File: config.mk
export PLATFORM = sky130hd
export DESIGN_NAME = pbdp_host_flat
export DESIGN_NICKNAME = d
export VERILOG_FILES = /design/src/rtl/pbdp_pkg.sv /design/src/rtl/pbdp_link_if.sv /design/src/rtl/pbdp_fifo.sv /design/src/rtl/pbdp_host.sv /design/src/flat_wrapper.sv
export SDC_FILE = /design/constraint.sdc
export NUM_CORES = 1
export LEC_CHECK = 0
export BUFFER_PORTS_ARGS = -buffer_cell sky130_fd_sc_hd__buf_2
export CAP_MARGIN = 20
export CORE_ASPECT_RATIO = 1.2
export CORE_MARGIN = 3
export CORE_UTILIZATION = 40
export CTS_BUF_LIST = sky130_fd_sc_hd__clkbuf_16
export DETAILED_ROUTE_END_ITERATION = 12
export GPL_TIMING_DRIVEN = 0
export PLACE_DENSITY_LB_ADDON = 0.15
export RECOVER_POWER = 100
export SETUP_SLACK_MARGIN = 0.3
export SLEW_MARGIN = 40
export SYNTH_ARGS = -nofsm -noshare
export SYNTH_HDL_FRONTEND = slang
export SYNTH_SLANG_ARGS = --single-unit
export TNS_END_PERCENT = 100
File: constraint.sdc
create_clock -name clk -period 5 [get_ports clk]
set_clock_uncertainty 0.1 [all_clocks]
set_input_delay 0.25 -clock clk [delete_from_list [all_inputs] [get_ports clk]]
set_output_delay 0.25 -clock clk [all_outputs]
set_load 0.1 [all_outputs]
File: src/rtl/pbdp_pkg.sv
// Shared constants and types for the bitstream data pacing link
package pbdp_pkg;
	localparam int DATA_W = 32;
	localparam int KEY_W = 256;
	localparam int RATIO_W = 4;
	localparam int FIFO_DEPTH = 8;
	// Width selector encodings
	typedef enum logic [1:0] {
		PBDP_W8 = 2'h0,
		PBDP_W16 = 2'h1,
		PBDP_W32 = 2'h2
	} pbdp_width_t;
	// Key store selection
	typedef enum logic {
		PBDP_KEY_VOLATILE = 1'h0,
		PBDP_KEY_OTP = 1'h1
	} pbdp_keystore_t;
	// Data-hold ratio table entries
	localparam logic [RATIO_W-1:0] RATIO_PLAIN = 4'h1;
	localparam logic [RATIO_W-1:0] RATIO_CMP_X8 = 4'h2;
	localparam logic [RATIO_W-1:0] RATIO_CMP_X16 = 4'h4;
	localparam logic [RATIO_W-1:0] RATIO_CMP_X32 = 4'h8;
	localparam logic [RATIO_W-1:0] RATIO_AES_X8 = 4'h1;
	localparam logic [RATIO_W-1:0] RATIO_AES_X16 = 4'h2;
	localparam logic [RATIO_W-1:0] RATIO_AES_X32 = 4'h4;
	localparam logic [RATIO_W-1:0] RATIO_ZERO = 4'h0;
	localparam logic [RATIO_W-1:0] RATIO_ONE = 4'h1;

	// Ratio lookup; returns zero for an unsupported combination
	function automatic logic [RATIO_W-1:0] pbdp_ratio(input pbdp_width_t width, input logic aes,
		input logic cmp, input logic enh);
		pbdp_width_t w;
		logic [RATIO_W-1:0] r;
		w = enh ? PBDP_W16 : width;
		r = RATIO_ZERO;
		if ((aes && cmp) || (aes && enh)) begin
			r = RATIO_ZERO;
		end else if (cmp) begin
			unique case (w)
				PBDP_W8: r = RATIO_CMP_X8;
				PBDP_W16: r = RATIO_CMP_X16;
				PBDP_W32: r = RATIO_CMP_X32;
				default: r = RATIO_ZERO;
			endcase
		end else if (aes) begin
			unique case (w)
				PBDP_W8: r = RATIO_AES_X8;
				PBDP_W16: r = RATIO_AES_X16;
				PBDP_W32: r = RATIO_AES_X32;
				default: r = RATIO_ZERO;
			endcase
		end else begin
			r = (w == PBDP_W8 || w == PBDP_W16 || w == PBDP_W32) ? RATIO_PLAIN : RATIO_ZERO;
		end
		return r;
	endfunction : pbdp_ratio
endpackage : pbdp_pkg

File: src/rtl/pbdp_link_if.sv
// Link between the pacing host and the reconfiguration control end
`timescale 1ns/100ps
`default_nettype none
interface pbdp_link_if
	import pbdp_pkg::*;
	(
	input wire logic clk
);
	logic [DATA_W-1:0] data;
	logic data_valid;
	logic busy;
	logic [1:0] width_sel;
	logic aes_en;
	logic cmp_en;
	logic enh_en;

	modport host (
		input clk,
		output data,
		output data_valid,
		input busy,
		output width_sel,
		output aes_en,
		output cmp_en,
		output enh_en
	);
	modport device (
		input clk,
		input data,
		input data_valid,
		output busy,
		input width_sel,
		input aes_en,
		input cmp_en,
		input enh_en
	);
endinterface : pbdp_link_if
`default_nettype wire

File: src/rtl/pbdp_fifo.sv
// Small synchronous FIFO with valid/ready on both sides
`timescale 1ns/100ps
`default_nettype none
module pbdp_fifo
	import pbdp_pkg::*;
	#(
	parameter int WIDTH = DATA_W,
	parameter int DEPTH = FIFO_DEPTH
) (
	// Clock and reset
	input wire logic clk,
	input wire logic reset_n,
	// Write side
	input wire logic [WIDTH-1:0] in_data,
	input wire logic in_valid,
	output logic in_ready,
	// Read side
	output logic [WIDTH-1:0] out_data,
	output logic out_valid,
	input wire logic out_ready
);
	localparam int AW = $clog2(DEPTH);
	logic [WIDTH-1:0] mem [DEPTH];
	logic [AW-1:0] wr_ptr;
	logic [AW-1:0] rd_ptr;
	logic [AW:0] count;
	wire do_wr = in_valid && in_ready;
	wire do_rd = out_valid && out_ready;

	// Honest flags from the occupancy count
	assign in_ready = (count != DEPTH[AW:0]);
	assign out_valid = (count != '0);
	assign out_data = mem[rd_ptr];

	// Storage
	always_ff @(posedge clk) begin
		if (do_wr) begin
			mem[wr_ptr] <= in_data;
		end
	end

	// Pointers wrap naturally since depth is a power of two
	always_ff @(posedge clk) begin
		if (!reset_n) begin
			wr_ptr <= '0;
			rd_ptr <= '0;
			count <= '0;
		end else begin
			wr_ptr <= do_wr ? wr_ptr + 1'b1 : wr_ptr;
			rd_ptr <= do_rd ? rd_ptr + 1'b1 : rd_ptr;
			count <= count + (AW+1)'(do_wr) - (AW+1)'(do_rd);
		end
	end
endmodule : pbdp_fifo
`default_nettype wire

File: src/rtl/pbdp_host.sv
// Host end: paces configuration words onto the link at the data-hold ratio
`timescale 1ns/100ps
`default_nettype none
module pbdp_host
	import pbdp_pkg::*;
	(
	// Clock and reset
	input wire logic clk,
	input wire logic reset_n,
	// Link
	pbdp_link_if.host link,
	// Setup from user logic
	input wire logic [1:0] cfg_width,
	input wire logic cfg_aes,
	input wire logic cfg_cmp,
	input wire logic cfg_enh,
	// Word stream from user logic
	input wire logic [DATA_W-1:0] word_data,
	input wire logic word_valid,
	output logic word_ready,
	// Status
	output logic cfg_bad
);
	typedef enum logic [0:0] {HS_IDLE, HS_HOLD} pbdp_hstate_t;
	pbdp_hstate_t state;
	logic [RATIO_W-1:0] hold_cnt;
	logic [RATIO_W-1:0] ratio;
	logic [DATA_W-1:0] data_q;
	logic valid_q;
	logic word_ready_q;
	logic cfg_bad_q;
	logic [DATA_W-1:0] fifo_data;
	logic fifo_valid;
	logic fifo_ready;
	logic fifo_in_ready;
	localparam int OCC_W = $clog2(FIFO_DEPTH) + 1;
	logic [OCC_W-1:0] occ;
	// Ready is registered, so the host tracks occupancy itself to never overfill
	wire host_wr = word_valid && word_ready_q;
	wire [OCC_W-1:0] next_occ = occ + OCC_W'(host_wr) - OCC_W'(fifo_ready);

	// Exact ratio per bitstream type, never a shared minimum
	wire [RATIO_W-1:0] cfg_ratio = pbdp_ratio(pbdp_width_t'(cfg_width), cfg_aes, cfg_enh ? cfg_cmp : cfg_cmp, cfg_enh);
	wire cfg_illegal = (cfg_ratio == RATIO_ZERO);
	wire last_cycle = (hold_cnt == RATIO_ONE);
	wire take = (state == HS_IDLE || (state == HS_HOLD && last_cycle)) && fifo_valid && !cfg_illegal;
	assign fifo_ready = take;

	// Buffer absorbs bursts from user logic while pacing throttles the link
	pbdp_fifo #(
		.WIDTH(DATA_W),
		.DEPTH(FIFO_DEPTH)
	) u_fifo (
		.clk(clk),
		.reset_n(reset_n),
		.in_data(word_data),
		.in_valid(host_wr),
		.in_ready(fifo_in_ready),
		.out_data(fifo_data),
		.out_valid(fifo_valid),
		.out_ready(fifo_ready)
	);

	// Hold state machine: each word stays for ratio cycles
	always_ff @(posedge clk) begin
		if (!reset_n) begin
			state <= HS_IDLE;
			hold_cnt <= RATIO_ZERO;
			ratio <= RATIO_ONE;
			data_q <= '0;
			valid_q <= 1'b0;
		end else if (take) begin
			state <= HS_HOLD;
			hold_cnt <= cfg_ratio;
			ratio <= cfg_ratio;
			data_q <= fifo_data;
			valid_q <= 1'b1;
		end else if (state == HS_HOLD && last_cycle) begin
			state <= HS_IDLE;
			hold_cnt <= RATIO_ZERO;
			valid_q <= 1'b0;
		end else if (state == HS_HOLD) begin
			hold_cnt <= hold_cnt - RATIO_ONE; // Data lines untouched meanwhile
		end
	end

	// Registered status toward user logic
	always_ff @(posedge clk) begin
		if (!reset_n) begin
			word_ready_q <= 1'b0;
			cfg_bad_q <= 1'b0;
			occ <= '0;
		end else begin
			occ <= next_occ;
			word_ready_q <= (next_occ != FIFO_DEPTH[OCC_W-1:0]);
			cfg_bad_q <= cfg_illegal;
		end
	end

	// Mode and width travel with the data so the far end can check pacing
	assign link.data = data_q;
	assign link.data_valid = valid_q;
	assign link.width_sel = cfg_width;
	assign link.aes_en = cfg_aes;
	assign link.cmp_en = cfg_cmp;
	assign link.enh_en = cfg_enh;
	assign word_ready = word_ready_q;
	assign cfg_bad = cfg_bad_q;
endmodule : pbdp_host
`default_nettype wire

File: src/flat_wrapper.sv
// flat-port wrapper written by rule: the top's interface ports become plain ports
module pbdp_host_flat import pbdp_pkg::*;
  (clk, reset_n, cfg_width, cfg_aes, cfg_cmp, cfg_enh, word_data, word_valid, word_ready, cfg_bad, link_data, link_data_valid, link_busy, link_width_sel, link_aes_en, link_cmp_en, link_enh_en);
  pbdp_link_if link_i (.clk(clk));
  input wire logic clk;
  input wire logic reset_n;
  input wire logic [1:0] cfg_width;
  input wire logic cfg_aes;
  input wire logic cfg_cmp;
  input wire logic cfg_enh;
  input wire logic [DATA_W-1:0] word_data;
  input wire logic word_valid;
  output logic word_ready;
  output logic cfg_bad;
  output wire logic [$bits(link_i.data)-1:0] link_data;
  output wire logic [$bits(link_i.data_valid)-1:0] link_data_valid;
  input wire logic [$bits(link_i.busy)-1:0] link_busy;
  output wire logic [$bits(link_i.width_sel)-1:0] link_width_sel;
  output wire logic [$bits(link_i.aes_en)-1:0] link_aes_en;
  output wire logic [$bits(link_i.cmp_en)-1:0] link_cmp_en;
  output wire logic [$bits(link_i.enh_en)-1:0] link_enh_en;
  assign link_data = link_i.data;
  assign link_data_valid = link_i.data_valid;
  assign link_i.busy = link_busy;
  assign link_width_sel = link_i.width_sel;
  assign link_aes_en = link_i.aes_en;
  assign link_cmp_en = link_i.cmp_en;
  assign link_enh_en = link_i.enh_en;
  pbdp_host u_core (.clk(clk), .reset_n(reset_n), .link(link_i), .cfg_width(cfg_width), .cfg_aes(cfg_aes), .cfg_cmp(cfg_cmp), .cfg_enh(cfg_enh), .word_data(word_data), .word_valid(word_valid), .word_ready(word_ready), .cfg_bad(cfg_bad));
endmodule
==> results of run 1 <==
sequential cells by signal, summed over array words and instances, names as in the netlist:
name / flops
u_core.cfg_bad: 1
u_core.hold_cnt: 4
u_core.link.data: 32
u_core.link.data_valid: 1
u_core.occ: 4
u_core.u_fifo.count: 4
u_core.u_fifo.mem: 256
u_core.u_fifo.rd_ptr: 3
u_core.u_fifo.wr_ptr: 3
u_core.word_ready: 1
final cells by class:
type	instances	area, um2	area share (%)
buffer	38	200	1.41
timing repair buffer	151	793	5.58
multi-input combinational	265	2900	20.4
clock inverter	27	243	1.71
inverter	18	68.8	0.484
clock buffer	31	776	5.46
tap	385	482	3.39
sequential	309	8750	61.6
cells in the mapped netlist, drive strengths merged, types with 3 or more instances:
cell type / number
clkbuf: 11
mux4: 64
and2: 10
mux2i: 36
a21boi: 5
a21o: 3
o21a: 4
xnor2: 7
nor3: 6
nor2b: 7
edfxtp: 256
dfxtp: 53
buf: 27
inv: 17
ha: 14
o21ai: 33
nor2: 6
nand3: 4
a21oi: 35
nand2: 8
nand2b: 3
per-layer routing:
layer | vias up | track usage [%]
met5 | - | 0
met4 | 0 | 5.01
met3 | 54 | 2.46
met2 | 176 | 29.5
met1 | 3251 | 21.7
li1 | 2875 | -
what timing repair did:
| action | in CTS | in global routing |
|---|---|---|
| hold endpoints to repair | 257 | 0 |
| hold buffers | 35 | 0 |
| resized for setup | 0 | 0 |
power by group:
| group | switching (mW) | total [mW] | internal [mW] |
|---|---|---|---|
| combinational | 1.69 | 2.46 | 0.772 |
| sequential | 0.127 | 3.18 | 3.05 |
| clock | 0.967 | 2.30 | 1.34 |
| total | 2.78 | 7.94 | 5.16 |
cells by family (layout without fill, tap and decap cells):
| family | after synthesis | after routing | share of synthesized area [%] |
|---|---|---|---|
| muxes | 100 | 100 | 15.1 |
| and+or+nand+nor | 50 | 50 | 2.50 |
| AOI/OAI and AO/OA | 90 | 90 | 4.31 |
| DFF | 309 | 309 | 73.2 |
| adders and majority gates | 16 | 16 | 1.80 |
| buffers and inverters | 56 | 265 | 2.42 |
| xor gates and xnor gates | 9 | 9 | 0.660 |
worst reg2reg max path, stage by stage, from the launching register on:
cell	delay [ps]
dfxtp_1	300
inv_1	70
ha_1	200
nor3b_2	180
nor3_1	370
nand2_1	180
clkinvlp_2	360
clkbuf_1	590
ha_1	360
inv_1	60
ha_1	160
inv_1	60
fa_1	410
xnor2_1	160
nor3b_1	170
a21boi_0	100
worst min path at each step:
stage                   startpoint                  endpoint  slack, ps  depth (start not counted)
2_1_floorplan         word_data[0]   u_core.u_fifo.mem[0][0]        250                          0
3_3_place_gp         word_data[27]  u_core.u_fifo.mem[7][27]        410                          1
3_5_place_dp   u_core.link.data[5]       u_core.link.data[5]        410                          2
4_1_cts                    cfg_enh            u_core.cfg_bad         40                          3
5_1_grt                    cfg_enh            u_core.cfg_bad         60                          3
6_report                   cfg_enh            u_core.cfg_bad         10                          3
==> results.md, run 1 <==
Clocking:
- The clock root buffer is clkbuf_16.
- The post-CTS setup buffer count is 0.
- The total number of H-tree levels is 1.
- In this run the deepest clock path goes through 3 buffers.
- TritonCTS built the clock tree.
- The register clock-pin slew on the reported worst setup and hold paths is 60 ps.
- Counting every sink on the clock net gives 309.
- The source-to-sink clock delay at the later pin of the worst-skew pair is 570 ps.
- Buffers inserted during clock tree synthesis total 31.

STA:
- In the finished design, the share of the clock period the worst path needs comes to 78.8%.
- Timing would allow up to 254 MHz.
- The worst max-slew margin expressed relative to the limit is 19.9%.
- The aggregate negative setup slack is 0 ps.
- The final number of setup-violating endpoints is 0.
- The max-slew violation count was 0.
- Setup repair after global routing left no endpoint under its margin.
- At the pin with the least slew margin, the transition time is 1200 ps.
- On the final layout, the worst hold slack is 12.8 ps.
- The number of hold violations in the final report is 0.
- Once routing completed, OpenROAD measured the worst setup slack at 1060 ps.
- The final critical delay including setup and external delays is 3940 ps.

Setup path:
- The critical path startpoint category is a flip-flop.
- The arrival time reported for the critical path endpoint is 4280 ps.
- The capture instance of the worst register-to-register path is u_core.word_ready.
- The signal on the critical path passes through inv_1, ha_1, nor3b_2, nor3_1, nand2_1, clkinvlp_2, clkbuf_1, ha_1, inv_1, ha_1, inv_1, fa_1, xnor2_1, nor3b_1, a21boi_0.
- The cell with the largest stage delay on the worst path is clkbuf_1.
- The critical path contains buffers and inverters numbering 5 combined.
- The worst setup path is captured at a flip-flop.
- In this run the worst setup path begins at u_core.u_fifo.count[2].
- In this run the worst setup path terminates at u_core.word_ready.
- The maximum fanout encountered on the critical timing path is 10.
- The minimum setup slack among reg-to-reg paths is 1060 ps.
- The largest single stage delay on the critical path is 590 ps.
- For the worst setup path, the data required time is 5350 ps.
- Measured in cells, the most critical reg-to-reg path has a length of 15.
- The kind of cell adding the most delay to the critical path is buffers and inverters.
- The category of the critical setup timing path is reg -> reg.
- In this run the critical register-to-register path is launched from u_core.u_fifo.count[2].
- The number of cells on the critical path is 15.

Route:
- The vias after detailed routing is 6356.
- Summed over all nets, wire length on met2 after detailed routing comes to 13600 um.
- The detailed router's first-iteration violation count is 530.
- The routed length on met1 is 10700 um.
- After detailed routing, the met3 layer carries 1240 um of wire.
- The detailed-route vias per instance is 5.19.
- For this run, design rule violations remaining after detail routing come to 0.
- The wire length per cell after detailed routing is 21.5 um.
- The number of search-and-repair iterations in the first detailed-routing pass is 7.
- The final routed wirelength across all metal layers is 26300 um.
- Signal routing reaches up to met4.
- The count of nets left with antenna violations once routing finished came out at 0.

Final layout:
- The final core utilization is 48.8%.
- Of the cells placed in the final design, the portion with a size suffix greater than 1 is 16.7%.
- Leaving out fill and tap cells, the most frequent cells in the layout are edfxtp_1, clkbuf_1, mux4_2.
- The finished layout holds 1224 standard cells, fillers aside.
- The library cell used most frequently in the layout, excluding fill and tap cells, is edfxtp_1.
- The area growth from synthesis to layout is 18.9%.
- The final design instance area without fill is 14200 um2.
- The count of filler cells inserted in the layout is 2545.
- The number of antenna diodes in the final layout is 0.
- The number of nets in the finished design is 871.

Synthesis:
- The average instance in the mapped netlist occupies 19.0 um2.
- The sequential fraction of the synthesis area is 73.2%.
- The number of synthesis warnings is 0.
- After synthesis, the cell types taking the most area are edfxtp_1, mux4_2, dfxtp_1.
- The cell taking the most area after synthesis is edfxtp_1.
- The cell area after technology mapping is 11900 um2.
- The most used flip-flop cell after synthesis is edfxtp_1.
- The number of enable-type register cells in the synthesized netlist is 256.
- The cell count after synthesis is 630.
- The synthesized netlist contains 44 unique library cells.
- The post-synthesis sequential element count is 309.
- Synthesis produced a netlist with a net count of 687.
- The share of synthesized area in the top cell type comes to 64.3%.
- The share of async-settable or async-resettable flops after synthesis is 0%.

Floorplanning:
- The floorplan step set the die width to 164 um.
- The floorplan row count is 68.
- From bottom edge to top edge, the die measures 195 um.
- The boundary pin count is 81.
- The die area is 32000 um2.
- For this configuration, the core starts out at a cell density of 41.1%.
- The floorplan step defined a core boundary enclosing 29100 um2.

Power and ir drop:
- The total chip power is 7.94 mW.
- The largest vdd supply drop is 259 uV.
- Power spread over the standard cell area amounts to 559 nW/um2.
- The leakage dissipation is 4.58 nW.

Placed design:
- The cell total after placement is 1131.
- The global placer's final weighted congestion is 0.758.
- The number of I/O port buffers is 78.
- At the placement stage, the worst setup path has a slack of 1720 ps.
- After detailed placement, the total cell area comes to 13300 um2.
- After legalization and detailed placement, the total HPWL measured 17800 um.

Outcome:
- The flow ran to the end, and the final reports show no timing, DRC or antenna violations.

Global route:
- The initial antenna violation count was 0.
- Global routing consumed, over all layers together, 16.8% of the routing resources.
- The aggregate global routing overflow is 0.
- The number of global-route vias before repair is 6851.
- Entering global routing, the biggest net connects 17 pins.
- The first global-routing pass estimated 40700 um of wire.

Min path:
- The tightest min-delay check is of the in -> reg type.

Run:
- The tool flagged a number of max-cap violations equal to 0.
Note: power is estimated with default switching activity, not from simulation.
==> run 2, diff against run 1 <==
ABC_AREA = 1   (was unset)
clock period = 3.16 ns   (was 5 ns; I/O delays follow)
==> run 2 against run 1 <==
Wire length is 17% higher; maximum frequency up 40%; worst hold slack improved by 30 ps; synthesized cell count grew 68%; via count increased by 33%; cell area rose by 4.1%; register-to-register slack worse by 720 ps; clock power up 61%; sequential power up 58%; combinational power grew 85%; first-iteration DRC count up 9.6%; total power grew 67%.
==> results.md, run 2 <==
Outcome:
- The flow ran to the end, and the final reports show no timing, DRC or antenna violations.

Route:
- The wire length per cell after detailed routing is 18.8 um (-13%).
- The number of antenna-violating nets in the routed design is 0 (unchanged).
- The number of search-and-repair iterations in the first detailed-routing pass is 5 (-2).
- The final routed wirelength across all metal layers was 30800 um (+17%).
- The detailed router's first-iteration violation count was 581 (+9.6%).
- The DRC violations left is 0 (unchanged).
- The vias after detailed routing is 8472 (+33%).
- The detailed-route vias per instance came to 5.17 (-0.52%).

Setup path:
- The maximum fanout encountered on the critical timing path is 10 (unchanged).
- Among all stages on the critical path, the largest delay is contributed by nor2_2.
- The delay of the slowest critical-path stage is 600 ps (about the same).
- The kind of cell adding the most delay to the critical path is buffers and inverters.
- The number of buffer and inverter instances along the worst setup path is 4 (-1).
- The arrival time reported for the critical path endpoint was 2940 ps (-1340 ps).
- The critical path startpoint category is a flip-flop.
- The worst setup path is captured at a flip-flop.
- The category of the critical setup timing path is reg -> reg.
- By instance count, the cell type seen most on the critical path is inv_1.
- Traced cell by cell, the critical path runs through inv_1, ha_1, a21oi_1, inv_1, nor2_1, inv_1, nor2_2, clkbuf_2.
- The minimum setup slack among reg-to-reg paths came to 340 ps (-720 ps).
- The worst path required time is 3280 ps (-2070 ps).

Clocking:
- The clock root buffer is clkbuf_16.
- The total clock buffers created by CTS is 31 (unchanged).
- The total number of H-tree levels is 1 (unchanged).
- The source-to-sink clock delay at the later pin of the worst-skew pair is 550 ps (-20 ps).
- The register clock-pin slew on the reported worst setup and hold paths was 70 ps (about the same).
- The TritonCTS clock tree is done.
- The number of sinks handled by clock tree synthesis is 309 (unchanged).
- The worst-case clock buffer depth came to 3 (unchanged).

STA:
- The final critical delay including setup and external delays is 2820 ps (-1120 ps).
- The post-route worst hold slack is 43.2 ps (+30.5 ps).
- The final period utilization is 89.3% (+11 points).
- The final number of setup-violating endpoints is 0 (unchanged).
- The worst max-slew margin expressed relative to the limit is 20.9% (+1.0 points).
- Setup repair after global routing could not meet its margin everywhere.
- The achievable clock frequency is 354 MHz (+40%).
- The number of hold violations in the final report is 0 (unchanged).
- The max-slew violation count is 0 (unchanged).
- The slew at the pin closest to its max-slew limit came to 1190 ps (-10.3 ps).

Final layout:
- The final design instance area without fill is 14800 um2 (+4.1%).
- The register bank with the most flops is u_core.u_fifo.mem.
- The antenna cell count is 0 (unchanged).
- The signed area change from the synthesized netlist to the final layout is 19.5%.
- The number of flip-flops under the largest register name is 256 (unchanged).
- The count of filler cells inserted in the layout was 2770 (+8.8%).
- Leaving out fill and tap cells, the most frequent cell in the layout is edfxtp_1.
- The final core utilization came to 49.2% (+0.40 points).
- In the layout the commonest cells are edfxtp_1, nor2_1, o21ai_0.
- The share of post-route cells with drive strength above 1 is 9.36% (-7.3 points).
- The number of nets in the finished design was 1283 (+47%).

Placed design:
- The global placer's final weighted congestion is 0.774 (+2.2%).
- The placed standard-cell area was 13700 um2 (+3.1%).
- The number of I/O port buffers is 78 (unchanged).
- The HPWL after detailed placement is 20400 um (+15%).

Synthesis:
- The cell area after technology mapping is 12400 um2 (+3.6%).
- The number of enable-type register cells in the synthesized netlist was 256 (unchanged).
- The area fraction of the dominant cell type after synthesis is 62.1% (-2.2 points).
- The mean instance size in the synthesized netlist is 11.7 um2 (-38%).
- The cell count after synthesis is 1060 (+68%).
- The share of async-settable or async-resettable flops after synthesis is 0% (unchanged).
- The number of nets in the synthesized netlist came to 1117 (+63%).
- The most instantiated library cell after synthesis is edfxtp_1.
- The cell taking the most area after synthesis is edfxtp_1.
- The sequential fraction of the synthesis area came to 70.7% (-2.5 points).
- The most used flip-flop cell after synthesis is edfxtp_1.
- In the synthesized netlist, the cells that appear most often are edfxtp_1, nor2_1, o21ai_0.
- The post-synthesis sequential element count is 309 (unchanged).
- The number of synthesis warnings is 0 (unchanged).
- Sorting the synthesized cells by area gives the leading types as edfxtp_1, dfxtp_1, nor2_1.
- The count of distinct cell types in the synthesized netlist is 33 (-25%).

Min path:
- The worst hold path belongs to the class in -> reg.

Floorplanning:
- The effective utilization at floorplan is 41.2% (+0.12 points).
- The floorplan row count came to 69 (+1.5%).
- The boundary pin count was 81 (unchanged).
- The horizontal die dimension is 167 um (+1.7%).
- The die area is 33100 um2 (+3.4%).
- The standard cell core area is 30000 um2 (+3.3%).
- The chip height is 199 um (+1.7%).

Power and ir drop:
- The leakage dissipation is 5.25 nW (+15%).
- The largest vdd supply drop is 627 uV (+140%).
- The total power density per cell area is 899 nW/um2 (+61%).

Run:
- The number of max-capacitance violations reported is 0 (unchanged).

Global route:
- The largest net degree at the start of global routing is 17 (unchanged).
- The number of global-route vias before repair was 8375 (+22%).
- The overall global routing resource usage is 18.4% (+1.6 points).
- The initial antenna violation count is 1 (+1).
- The first-pass GRT wire length came to 47600 um (+17%).
- The aggregate global routing overflow is 0 (unchanged).
run 2: kinds of logic after synthesis:
| logic type | Yosys count | share of synthesized area [%] |
|---|---|---|
| and+or+nand+nor | 377 | 12.2 |
| xor gates and xnor gates | 7 | 0.496 |
| AOI/OAI and AO/OA | 247 | 10.9 |
| adders and majority gates | 16 | 1.74 |
| DFF | 309 | 70.7 |
| buffers and inverters | 104 | 3.95 |
run 2: where the power goes:
group          total [mW]  switching (mW)  internal (mW)
combinational        4.55            3.47           1.07
clock                3.71            1.52           2.19
sequential           5.03           0.181           4.85
run 2: what timing repair did:
item	4_1_cts	5_1_grt
resized for setup	0	3
hold buffers	36	0
hold endpoints to repair	265	0
setup endpoints to repair	2	10
buffers inserted	2	1
pin swaps	0	2
run 2: worst paths after layout:
kind,end,start,cells after the start
setup / recovery,u_core.u_fifo.mem[3][15],u_core.u_fifo.count[2],8
hold / removal,u_core.cfg_bad,cfg_aes,7
setup reg to reg,u_core.u_fifo.mem[3][15],u_core.u_fifo.count[2],8
hold reg to reg,u_core.link.data[10],u_core.link.data[10],2
run 2: cell type report:
cell class	instances	area [um2]	share of cell area [%]
inverters	39	146	0.990
well taps	390	488	3.30
multi-input cells	647	3130	21.2
clock buffers	31	776	5.25
repair buffers	133	927	6.27
plain buffers	65	313	2.12
flip-flops and latches	309	8750	59.2
clock inverters	26	260	1.76
run 2: routing by layer:
metal | wire [um] | up-vias | global-route usage [%]
li1 | - | 4063 | -
met1 | 13200 | 4107 | 24.5
met2 | 14900 | 247 | 31.7
met3 | 1860 | 53 | 2.48
met4 | 784 | 2 | 5.75
met5 | 13 | - | 0
run 2: worst min-delay path, cell delays in order:
cell and delay [ps]:
buf_2 110, inv_2 60, nand2_1 60, nand2_2 80, a21oi_4 80, nand2_4 70
nor2_1 30
run 2: through the flow:
step / TNS, ps / power (mW) / cells / setup WS (ps)
floorplan: 0 / 8.59 / 1060 / 101
global placement: -49120 / 9.74 / 1528 / -501
detailed placement: 0 / 9.83 / 1544 / 67.1
CTS: 0 / 13.6 / 1639 / 382
global route: 0 / 14.1 / 1640 / 145
finish: 0 / 13.3 / 1640 / 339
